## config.mk

```make
export PLATFORM = sky130hd
export DESIGN_NAME = psc_loader
export DESIGN_NICKNAME = d
export VERILOG_FILES = /design/src/verilog/psc_loader.v /design/src/verilog/psc_sync.v
export VERILOG_INCLUDE_DIRS = /design/src /design/src/verilog
export SDC_FILE = /design/constraint.sdc
export NUM_CORES = 1
export LEC_CHECK = 0
export BUFFER_PORTS_ARGS = -buffer_cell sky130_fd_sc_hd__buf_2
export CAP_MARGIN = 10
export CORE_UTILIZATION = 60
export CTS_CLUSTER_SIZE = 12
export DETAILED_ROUTE_END_ITERATION = 10
export PLACE_DENSITY = 0.79
export SLEW_MARGIN = 25
export SYNTH_ARGS = -nofsm -noshare
export SYNTH_HDL_FRONTEND = slang
export SYNTH_SLANG_ARGS = --single-unit
export TNS_END_PERCENT = 5
```

## constraint.sdc

```tcl
create_clock -name clk -period 5.55 [get_ports clk]
set_input_delay 0.8325 -clock clk [delete_from_list [all_inputs] [get_ports clk]]
set_output_delay 0.8325 -clock clk [all_outputs]
set_load 0.02 [all_outputs]
```

## src/verilog/psc_defines.vh

```
// Constants for the passive serial cable configuration loader.
`ifndef PSC_DEFINES_VH
`define PSC_DEFINES_VH
`define PSC_CLK_HZ        20000000
`define PSC_POR_FAST_US   6000
`define PSC_POR_STD_US    100000
`define PSC_INIT_US       400
`define PSC_CYC(us)       (((us) * (`PSC_CLK_HZ / 1000000)))
`define PSC_SEL_STD_BIT   0
`define PSC_IMAGE_BITS    1024
`endif

```

## src/verilog/psc_loader.v

```verilog
// Device-side passive serial configuration sequencer with daisy-chain support.
`timescale 1ns/1ps
`include "psc_defines.vh"
module psc_loader #(
   parameter POR_FAST_CYC = `PSC_CYC(`PSC_POR_FAST_US),
   parameter POR_STD_CYC  = `PSC_CYC(`PSC_POR_STD_US),
   parameter INIT_CYC     = `PSC_CYC(`PSC_INIT_US),
   parameter IMAGE_BITS   = `PSC_IMAGE_BITS
) (
   // Clock, reset, enable
   input  wire        clk,
   input  wire        rst,
   input  wire        ce,
   // Straps
   input  wire [3:0]  scheme_select,
   // Host cable lines
   input  wire        config_request_n,
   input  wire        serial_load_clock,
   input  wire        serial_data,
   // Shared open-drain status line
   input  wire        status_in,
   output wire        status_out,
   output wire        status_oe,
   // Shared open-drain done line
   input  wire        done_in,
   output wire        done_out,
   output wire        done_oe,
   // Chain enables
   input  wire        chain_enable_in_n,
   output reg         chain_enable_out_n,
   // Local error report and user side
   input  wire        image_error,
   output reg         user_mode,
   output reg         user_io_oe,
   output reg         weak_pullup_en,
   output reg  [7:0]  cfg_byte,
   output reg         cfg_byte_valid
);
   // Sequencer states.
   localparam [5:0] ST_POR  = 6'h01;
   localparam [5:0] ST_RST  = 6'h02;
   localparam [5:0] ST_CFG  = 6'h04;
   localparam [5:0] ST_WAIT = 6'h08;
   localparam [5:0] ST_INIT = 6'h10;
   localparam [5:0] ST_USER = 6'h20;

   wire [4:0] pins_s;
   wire       req_n_s  = pins_s[0];
   wire       sclk_s   = pins_s[1];
   wire       data_s   = pins_s[2];
   wire       stat_s   = pins_s[3];
   wire       done_s   = pins_s[4];
   wire       cen_n_s;

   reg  [5:0]  state_q;
   reg  [31:0] cnt_q;
   reg  [31:0] por_len_q;
   reg         sclk_prev_q;
   reg  [31:0] bit_cnt_q;
   reg  [2:0]  bit_pos_q;
   reg  [7:0]  shift_q;
   reg         status_low_q;
   reg         done_rel_q;
   reg         err_q;

   wire sclk_rise = sclk_s & ~sclk_prev_q;

   // Every cable, status, done and chain pin passes two flops; scheme_select and image_error are used directly.
   psc_sync #(.W(5)) u_sync (
      .clk      (clk),
      .ce       (ce),
      .pin_in   ({done_in, status_in, serial_data, serial_load_clock, config_request_n}),
      .pin_sync (pins_s)
   );

   psc_sync #(.W(1)) u_sync_ce (
      .clk      (clk),
      .ce       (ce),
      .pin_in   (chain_enable_in_n),
      .pin_sync (cen_n_s)
   );

   // Open-drain lines only ever pull low; enable high means driving low.
   assign status_out = 1'b0;
   assign status_oe  = status_low_q;
   assign done_out   = 1'b0;
   assign done_oe    = ~done_rel_q;

   // Main sequencer. Power-on delay is modelled as the time from rst release.
   always @(posedge clk) begin
      if (rst) begin
         state_q            <= ST_POR;
         cnt_q              <= 32'h0;
         por_len_q          <= 32'h0;
         sclk_prev_q        <= 1'b0;
         bit_cnt_q          <= 32'h0;
         bit_pos_q          <= 3'h0;
         shift_q            <= 8'h00;
         status_low_q       <= 1'b1;
         done_rel_q         <= 1'b0;
         err_q              <= 1'b0;
         chain_enable_out_n <= 1'b1;
         user_mode          <= 1'b0;
         user_io_oe         <= 1'b0;
         weak_pullup_en     <= 1'b1;
         cfg_byte           <= 8'h00;
         cfg_byte_valid     <= 1'b0;
      end else if (ce) begin
         sclk_prev_q    <= sclk_s;
         cfg_byte_valid <= 1'b0;
         case (state_q)
            ST_POR: begin
               // hold reset: status low, pins floating during delay.
               status_low_q <= 1'b1;
               user_io_oe   <= 1'b0;
               // strap picks the delay, caught after reset release.
               if (cnt_q == 32'h0)
                  por_len_q <= scheme_select[`PSC_SEL_STD_BIT] ? POR_STD_CYC : POR_FAST_CYC;
               cnt_q <= cnt_q + 32'h1;
               if (cnt_q != 32'h0 && cnt_q >= por_len_q) begin
                  state_q <= ST_RST;
                  cnt_q   <= 32'h0;
               end
            end
            ST_RST: begin
               // pins stay floating with pull-ups until user mode.
               user_io_oe     <= 1'b0;
               weak_pullup_en <= 1'b1;
               done_rel_q     <= 1'b0;
               bit_cnt_q      <= 32'h0;
               bit_pos_q      <= 3'h0;
               chain_enable_out_n <= 1'b1;
               // release status once request is high, unless an error is pending.
               // A reported error keeps status low until the host drops the request.
               status_low_q <= ~req_n_s | err_q;
               if (!req_n_s)
                  err_q <= 1'b0;
               // stay in reset while request or status is low.
               if (req_n_s && stat_s && !status_low_q)
                  state_q <= ST_CFG;
            end
            ST_CFG: begin
               // local error pulls shared status low.
               if (image_error) begin
                  status_low_q <= 1'b1;
                  err_q        <= 1'b1;
               end
               // a falling request pulls status low at once.
               if (!req_n_s)
                  status_low_q <= 1'b1;
               // chain halts when status or request falls.
               if (!req_n_s || !stat_s || image_error) begin
                  state_q <= ST_RST;
               // take bits on rising edge when enabled.
               end else if (sclk_rise && !cen_n_s && chain_enable_out_n) begin
                  shift_q   <= {shift_q[6:0], data_s};
                  bit_pos_q <= bit_pos_q + 3'h1;
                  bit_cnt_q <= bit_cnt_q + 32'h1;
                  if (bit_pos_q == 3'h7) begin
                     cfg_byte       <= {shift_q[6:0], data_s};
                     cfg_byte_valid <= 1'b1;
                  end
                  // whole image taken: pass the chain along.
                  if (bit_cnt_q == IMAGE_BITS - 1) begin
                     chain_enable_out_n <= 1'b0;
                     done_rel_q         <= 1'b1;
                     state_q            <= ST_WAIT;
                  end
               end
            end
            ST_WAIT: begin
               // wait for the shared done line to rise.
               cnt_q <= 32'h0;
               if (!req_n_s)
                  status_low_q <= 1'b1;
               if (!req_n_s || !stat_s)
                  state_q <= ST_RST;
               else if (done_s)
                  state_q <= ST_INIT;
            end
            ST_INIT: begin
               // initialise on own clock for the fixed delay.
               cnt_q <= cnt_q + 32'h1;
               if (!req_n_s) begin
                  state_q      <= ST_RST;
                  status_low_q <= 1'b1;
               end else if (cnt_q >= INIT_CYC - 1) begin
                  state_q        <= ST_USER;
                  user_mode      <= 1'b1;
                  user_io_oe     <= 1'b1;
                  weak_pullup_en <= 1'b0;
               end
            end
            ST_USER: begin
               // a low request starts a fresh reconfiguration.
               if (!req_n_s) begin
                  state_q        <= ST_RST;
                  user_mode      <= 1'b0;
                  user_io_oe     <= 1'b0;
                  weak_pullup_en <= 1'b1;
                  status_low_q   <= 1'b1;
               end
            end
            default: state_q <= ST_POR;
         endcase
      end
   end
endmodule // psc_loader

```

## src/verilog/psc_sync.v

```verilog
// Two-flop synchroniser for a vector of pin inputs.
`timescale 1ns/1ps
module psc_sync #(
   parameter W = 1
) (
   // Clock and enable
   input  wire         clk,
   input  wire         ce,
   // Pins in, synchronised out
   input  wire [W-1:0] pin_in,
   output reg  [W-1:0] pin_sync
);
   reg [W-1:0] meta_q;

   // First stage feeds only the second stage.
   always @(posedge clk) begin
      if (ce) begin
         meta_q   <= pin_in;
         pin_sync <= meta_q;
      end
   end
endmodule // psc_sync
```

==> impl_metrics.csv, run 1 <==
group,metric,value,unit
status,status,"finished clean",
grt,antenna_found_initial,0,
grt,overflow,0,
setup_path,path_common_cell,"nor2_1",
layout,diodes,0,
placement,hpwl,7327,µm
setup_path,cp_top_family,"simple AND/OR/NAND/NOR gates",
power_and_ir_drop,p_sw,507.8,µW
yosys,yosys.area.top_type,"dfxtp_1",
floorplanning,die_h,96.64,µm
floorplanning,row_count,34,
sta,final-setup-viol-count,0,
placement,pre_cts_ws,2.004,ns
yosys,syn_area_per_cell,8.927,µm²
sta,report.final.slew_viol_count,0,
floorplanning,fp.coreArea,8678,µm²
clock_network,cts_resized,0,
grt,grt_pass1_vias,4056,
yosys,ys_warn_count,0,
sta,skew,0.01578,ns
yosys,synth-main-ff-cell,"dfxtp_1",
clock_network,worstSkewPairLatency,0.39,ns
yosys,synth_top_area_frac,0.3725,
power_and_ir_drop,p_int,1141,µW
worst_hold_path,hold_class,"reg -> reg",
clock_network,post_cts_buffers,0,
setup_path,cpPeakStageDelay,0.66,ns
layout,nFillCells,745,
sta,finalCriticalPeriod,3.130,ns
layout,final_cell_count_no_fill,724,
setup_path,path_max_fanout,25,
power_and_ir_drop,switching_share,0.3079,
setup_path,crit_path_end_kind,"flop",
yosys,syn_area,5374,µm²
layout,final_nets,641,
detailed_routing,wire_per_inst,14.36,µm
clock_network,path_clk_slew,0.13,ns
yosys,yosysUniqueCellTypes,64,
yosys,syn-instance-count,602,
detailed_routing,drt_pass1_iterations,5,
setup_path,crit_type,"in -> reg",
setup_path,start_kind,"primary input",
layout,area_growth,6.496,%
setup_path,arrival,3.41,ns
clock_network,clock_path_buffers,2,
floorplanning,die_w,96.64,µm
detailed_routing,wl,10400,µm
yosys,synthMuxAreaShare,0.03003,
grt,grt_first_pass_wirelength,17940,µm
setup_path,critical_path.cell_chain,"buf_2 > nor4b_1 > o211ai_1 > nor4_4 > nand2_1 > nor2_1 > xnor2_1 > nor2_1",
placement,port_buffers,25,
setup_path,required,5.83,ns
power_and_ir_drop,p_per_area,288.2,nW/µm²
clock_network,cts_buffers,9,
power_and_ir_drop,p_leak,0.002134,µW
clock_network,cts-root-buf,"clkbuf_8",
power_and_ir_drop,p_comb_frac,0.168,
yosys,yosysSeqAreaShare,0.4396,
yosys,synth-xor-area-share,0.09290,
clock_network,cts_tree,"built",
layout,drive_above_1_share,0.09578,
yosys,synthAdderAreaFrac,0.03725,
detailed_routing,avgViaCountPerCell,5.930,
yosys,synth_commonest_cells,"dfxtp_1 (100), nor2_1 (99), nand2_1 (44)",
sta,setup_ws,2.420,ns
setup_path,cp_slowest_cell,"nor4_4",
clock_network,clkSinkCount,112,
placement,routabilityCongestion,0.9191,
setup_path,path_buf_inv,1,
yosys,async_flop_share,0,
detailed_routing,drc_errors,0,
sta,slew_headroom,0.3546,
grt,grt_max_degree,36,
placement,dpl.cell_count,708,
clock_network,htreeDepth,3,
grt,grt_use_total,0.2291,
yosys,synth_edf_count,12,
yosys,ys_top_cells_by_area,"dfxtp_1 (37%), nor2_1 (6.9%), edfxtp_1 (6.7%)",
floorplanning,die_area,9339,µm²
yosys,yosys.cell_count.top_type,"dfxtp_1",
yosys,synth_top_family_by_area,"simple AND/OR/NAND/NOR gates",
sta,tns,0,ns
detailed_routing,drt_iter0_markers,240,
floorplanning,start_util,0.6192,
yosys,synth_compound_area_frac,0.09360,
power_and_ir_drop,peakVddDrop,192.3,µV
sta,worstMarginPinSlew,0.9638,ns
detailed_routing,num_vias,4293,
power_and_ir_drop,clock_power_share,0.304,
sta,max_freq,319.4,MHz
sta,finalHoldViolCount,0,
yosys,synth_seq_cells,112,
flow_run,maxCapViolations,0,
sta,fin_crit_sh,0.5641,
yosys,synthSimpleGateAreaFrac,0.2659,
detailed_routing,ant_nets,0,
sta,rsz0062_at_grt,"no",
clock_network,ctsHoldBuffers,0,
power_and_ir_drop,pwr-share-seq,0.528,
floorplanning,io_pins,31,
## registers in the layout, indices dropped and copies added (netlist names), 3 cells and up
signal and flops:
u_sync.pin_sync 5, bit_pos_q 3, u_sync.meta_q 5, bit_cnt_q 32, por_len_q 3, cfg_byte 8
cnt_q 32, state_q 6, shift_q 7
## power groups by stage
| stage | combinational (µW) | clock (µW) | sequential [µW] |
|---|---|---|---|
| 2_1_floorplan | 219 | 0 | 877 |
| 3_3_place_gp | 256 | 0 | 887 |
| 3_5_place_dp | 270 | 0 | 889 |
| 4_1_cts | 273 | 514 | 870 |
| 5_1_grt | 310 | 539 | 875 |
| 6_report | 277 | 501 | 871 |
## cells by family after synthesis
| logic type | Yosys count |
|---|---|
| AOI/OAI and AO/OA | 79 |
| xor gates and xnor gates | 57 |
| adders and majority gates | 16 |
| buffers and inverters | 43 |
| DFF | 112 |
| muxes | 16 |
| other | 1 |
| and+or+nand+nor | 278 |
## through the flow
stage | hold WS, ns | area, µm² | util | power, µW
final | 0.4348 | 5723 | 0.6595 | 1649
after global routing | 0.4412 | 5723 | 0.6595 | 1725
after CTS | 0.4360 | 5723 | 0.6595 | 1656
after detailed placement | 0.4045 | 5504 | 0.6342 | 1159
after global placement | 0.4022 | 5497 | 0.6334 | 1143
after floorplan | 0.4003 | 5378 | - | 1096
## path summary, 6_finish.rpt
path | start | endpoint | slack (ns) | depth (start not counted)
worst max register to register | state_q[4] | cfg_byte[6] | 2.59 | 6
worst min-delay path | u_sync.meta_q[0] | u_sync.pin_sync[0] | 0.43 | 0
worst max-delay path | ce | cnt_q[30] | 2.42 | 8
worst min register to register | u_sync.meta_q[0] | u_sync.pin_sync[0] | 0.43 | 0
## layer usage
metal / track usage / wire length, µm / vias up
li1: - / - / 2135
met5: 0 / 0 / -
met2: 0.3803 / 5036 / 96
met1: 0.2955 / 4835 / 2047
met4: 0.07577 / 143 / 0
met3: 0.05130 / 379 / 15
## final cells by class
type | instances | area [µm²] | share of cell area
Multi-Input combinational cell | 448 | 2821 | 0.4930
Sequential cell | 112 | 2362 | 0.4128
Tap cell | 108 | 135.1 | 0.02361
Timing Repair Buffer | 26 | 132.6 | 0.02317
Clock buffer | 9 | 123.9 | 0.02164
Clock inverter | 7 | 95.09 | 0.01662
Inverter | 14 | 52.55 | 0.009182
## cells in the final DEF, fill, tap and decap left out, drive strengths merged, types with 5 or more instances in the layout
master  instances
xnor2          16
and4            5
buf            26
nand3          40
or3            10
edfxtp         12
ha             16
nor3           10
a21oi          27
nand4          19
clkbuf          9
nor4           13
and3           12
nor2           99
dfxtp         100
inv            16
o21ai          20
xor2           41
nand2          44
mux2i          15
(Power assumes the default switching activity.)
==> run 2, diff against run 1 <==
clock period = 3.18 ns   (was 5.55 ns; I/O delays follow)
==> run 2 against run 1 <==
Net effect:
- power grew 73%
- sequential share of layout area shrank 0.19 points
- cell count grew 0.97%
- setup slack lost 2.0 ns
- critical endpoint is now bit_cnt_q[26]
- via count shrank 1.6%
- clock skew shrank 0.0044 ns
- sequential power grew 75%
- worst hold slack lost 0.18 ns
- die area is the same
- cell area grew 0.46%
- largest cell class unchanged
- global-route usage shrank 0.11 points
==> impl_metrics.csv, run 2 (synthesized netlist as in run 1, its figures left out) <==
group,metric,value,unit
status,status,"finished clean",
floorplanning,fp.coreArea,8678,µm²
grt,antenna_found_initial,0,
placement,hpwl,7253,µm
detailed_routing,wire_per_inst,14.13,µm
setup_path,required,3.49,ns
grt,grt_pass1_vias,3928,
clock_network,cts_buffers,9,
sta,report.final.slew_viol_count,0,
floorplanning,row_count,34,
worst_hold_path,hold_end,"u_sync.meta_q[1]",
layout,diodes,0,
clock_network,cts_resized,0,
power_and_ir_drop,peakVddDrop,329.7,µV
sta,final-setup-viol-count,0,
setup_path,crit_type,"reg -> reg",
sta,finalCriticalPeriod,2.764,ns
clock_network,cts-root-buf,"clkbuf_8",
clock_network,ctsHoldBuffers,0,
clock_network,clock_path_buffers,2,
detailed_routing,num_vias,4224,
worst_hold_path,holdPathStages,1,
clock_network,htreeDepth,3,
floorplanning,io_pins,31,
sta,skew,0.01138,ns
grt,grt_first_pass_wirelength,17660,µm
worst_hold_path,hold_start,"serial_load_clock",
power_and_ir_drop,p_leak,0.002164,µW
grt,grt_use_total,0.2280,
detailed_routing,drt_pass1_iterations,4,
sta,tns,0,ns
grt,grt_max_degree,35,
sta,rsz0062_at_grt,"no",
floorplanning,die_area,9339,µm²
power_and_ir_drop,p_per_area,495.0,nW/µm²
clock_network,clkSinkCount,112,
placement,routabilityCongestion,0.9024,
setup_path,crit_path_end_kind,"flop",
clock_network,worstSkewPairLatency,0.38,ns
clock_network,cts_tree,"built",
detailed_routing,drc_errors,0,
setup_path,rrSetupSlack,0.42,ns
layout,layout_commonest_cell,"dfxtp_1",
detailed_routing,ant_nets,0,
layout,final_cell_mix,"dfxtp_1 (100), nor2_1 (99), nand2_1 (44), xor2_1 (41), nand3_1 (38)",
sta,slew_headroom,0.5233,
worst_hold_path,hold_class,"in -> reg",
layout,final_nets,648,
placement,dpl.cell_count,715,
placement,port_buffers,25,
setup_path,path_max_fanout,12,
flow_run,maxCapViolations,0,
setup_path,r2r.worst_path.cells,7,
clock_network,path_clk_slew,0.12,ns
grt,overflow,0,
setup_path,r2r_end,"bit_cnt_q[26]",
setup_path,worstReg2RegStart,"state_q[4]",
floorplanning,die_h,96.64,µm
clock_network,post_cts_buffers,0,
layout,area_growth,6.985,%
sta,worstMarginPinSlew,0.7151,ns
setup_path,start_kind,"flop",
power_and_ir_drop,finalPower,2846,µW
detailed_routing,avgViaCountPerCell,5.778,
detailed_routing,drt_iter0_markers,221,
setup_path,arrival,3.07,ns
detailed_routing,wl,10330,µm
floorplanning,die_w,96.64,µm
layout,reg_top3,"bit_cnt_q (32), cnt_q (32), cfg_byte (8)",
sta,finalHoldViolCount,0,
sta,max_freq,361.8,MHz
layout,drive_above_1_share,0.1043,
layout,final_cell_count_no_fill,731,
sta,fin_crit_sh,0.8692,
floorplanning,start_util,0.6192,
[run 2: cell types whose count changed in the layout (fill, tap and decap cells not counted), sizes merged]
cell	delta
inv	+1
clkinvlp	-1
buf	+7
[run 2: worst max-delay path, cell delays in order (launching register included)]
cell and delay [ns]:
dfxtp_1 0.46, or4b_4 0.60, nor4_4 0.35, a21oi_2 0.13, and4bb_1 0.49, nand3_4 0.17
or3_1 0.34, a21oi_1 0.16
[run 2: stage by stage]
step                hold WS (ns)  area, µm²    util  worst slack, ns
floorplan                 0.4003       5378       -           0.8244
global placement          0.4021       5549  0.6394           0.5300
detailed placement        0.4061       5549  0.6394           0.4462
CTS                       0.2369       5749  0.6625           0.4227
global route              0.2382       5749  0.6625           0.2628
finish                    0.2579       5749  0.6625           0.4160
[run 2: routing by layer]
metal | global-route usage | wire length [µm] | part of all wire | up-vias
met3 | 0.04263 | 449 | 0.043 | 18
met2 | 0.3700 | 4871 | 0.47 | 81
met5 | 0 | 0 | 0 | -
li1 | - | - | - | 2144
met1 | 0.3026 | 4837 | 0.47 | 1981
met4 | 0.08611 | 172 | 0.017 | 0
[run 2: cell type report]
| cell class | instances | area, µm² |
|---|---|---|
| clock buffer | 9 | 123.9 |
| clock inverter | 7 | 76.32 |
| fill | 734 | 2929 |
| inverter | 14 | 52.55 |
| multi-input combinational | 448 | 2814 |
| sequential | 112 | 2362 |
| tap | 108 | 135.1 |
| timing repair buffer | 33 | 185.2 |
[run 2: report_power, final]
| group | internal [µW] | switching (µW) |
|---|---|---|
| combinational | 199 | 286 |
| clock | 311 | 530 |
| sequential | 1480 | 42.3 |
| total | 1990 | 858 |
[run 2: worst max-delay path by stage]
stage / startpoint / end / slack, ns / cells past startpoint
6_report: state_q[4] / bit_cnt_q[26] / 0.42 / 7
5_1_grt: bit_cnt_q[0] / state_q[0] / 0.26 / 8
4_1_cts: state_q[4] / bit_cnt_q[26] / 0.42 / 7
3_5_place_dp: state_q[4] / bit_cnt_q[26] / 0.45 / 7
3_3_place_gp: state_q[4] / bit_cnt_q[26] / 0.53 / 7
2_1_floorplan: state_q[3] / bit_cnt_q[22] / 0.82 / 9
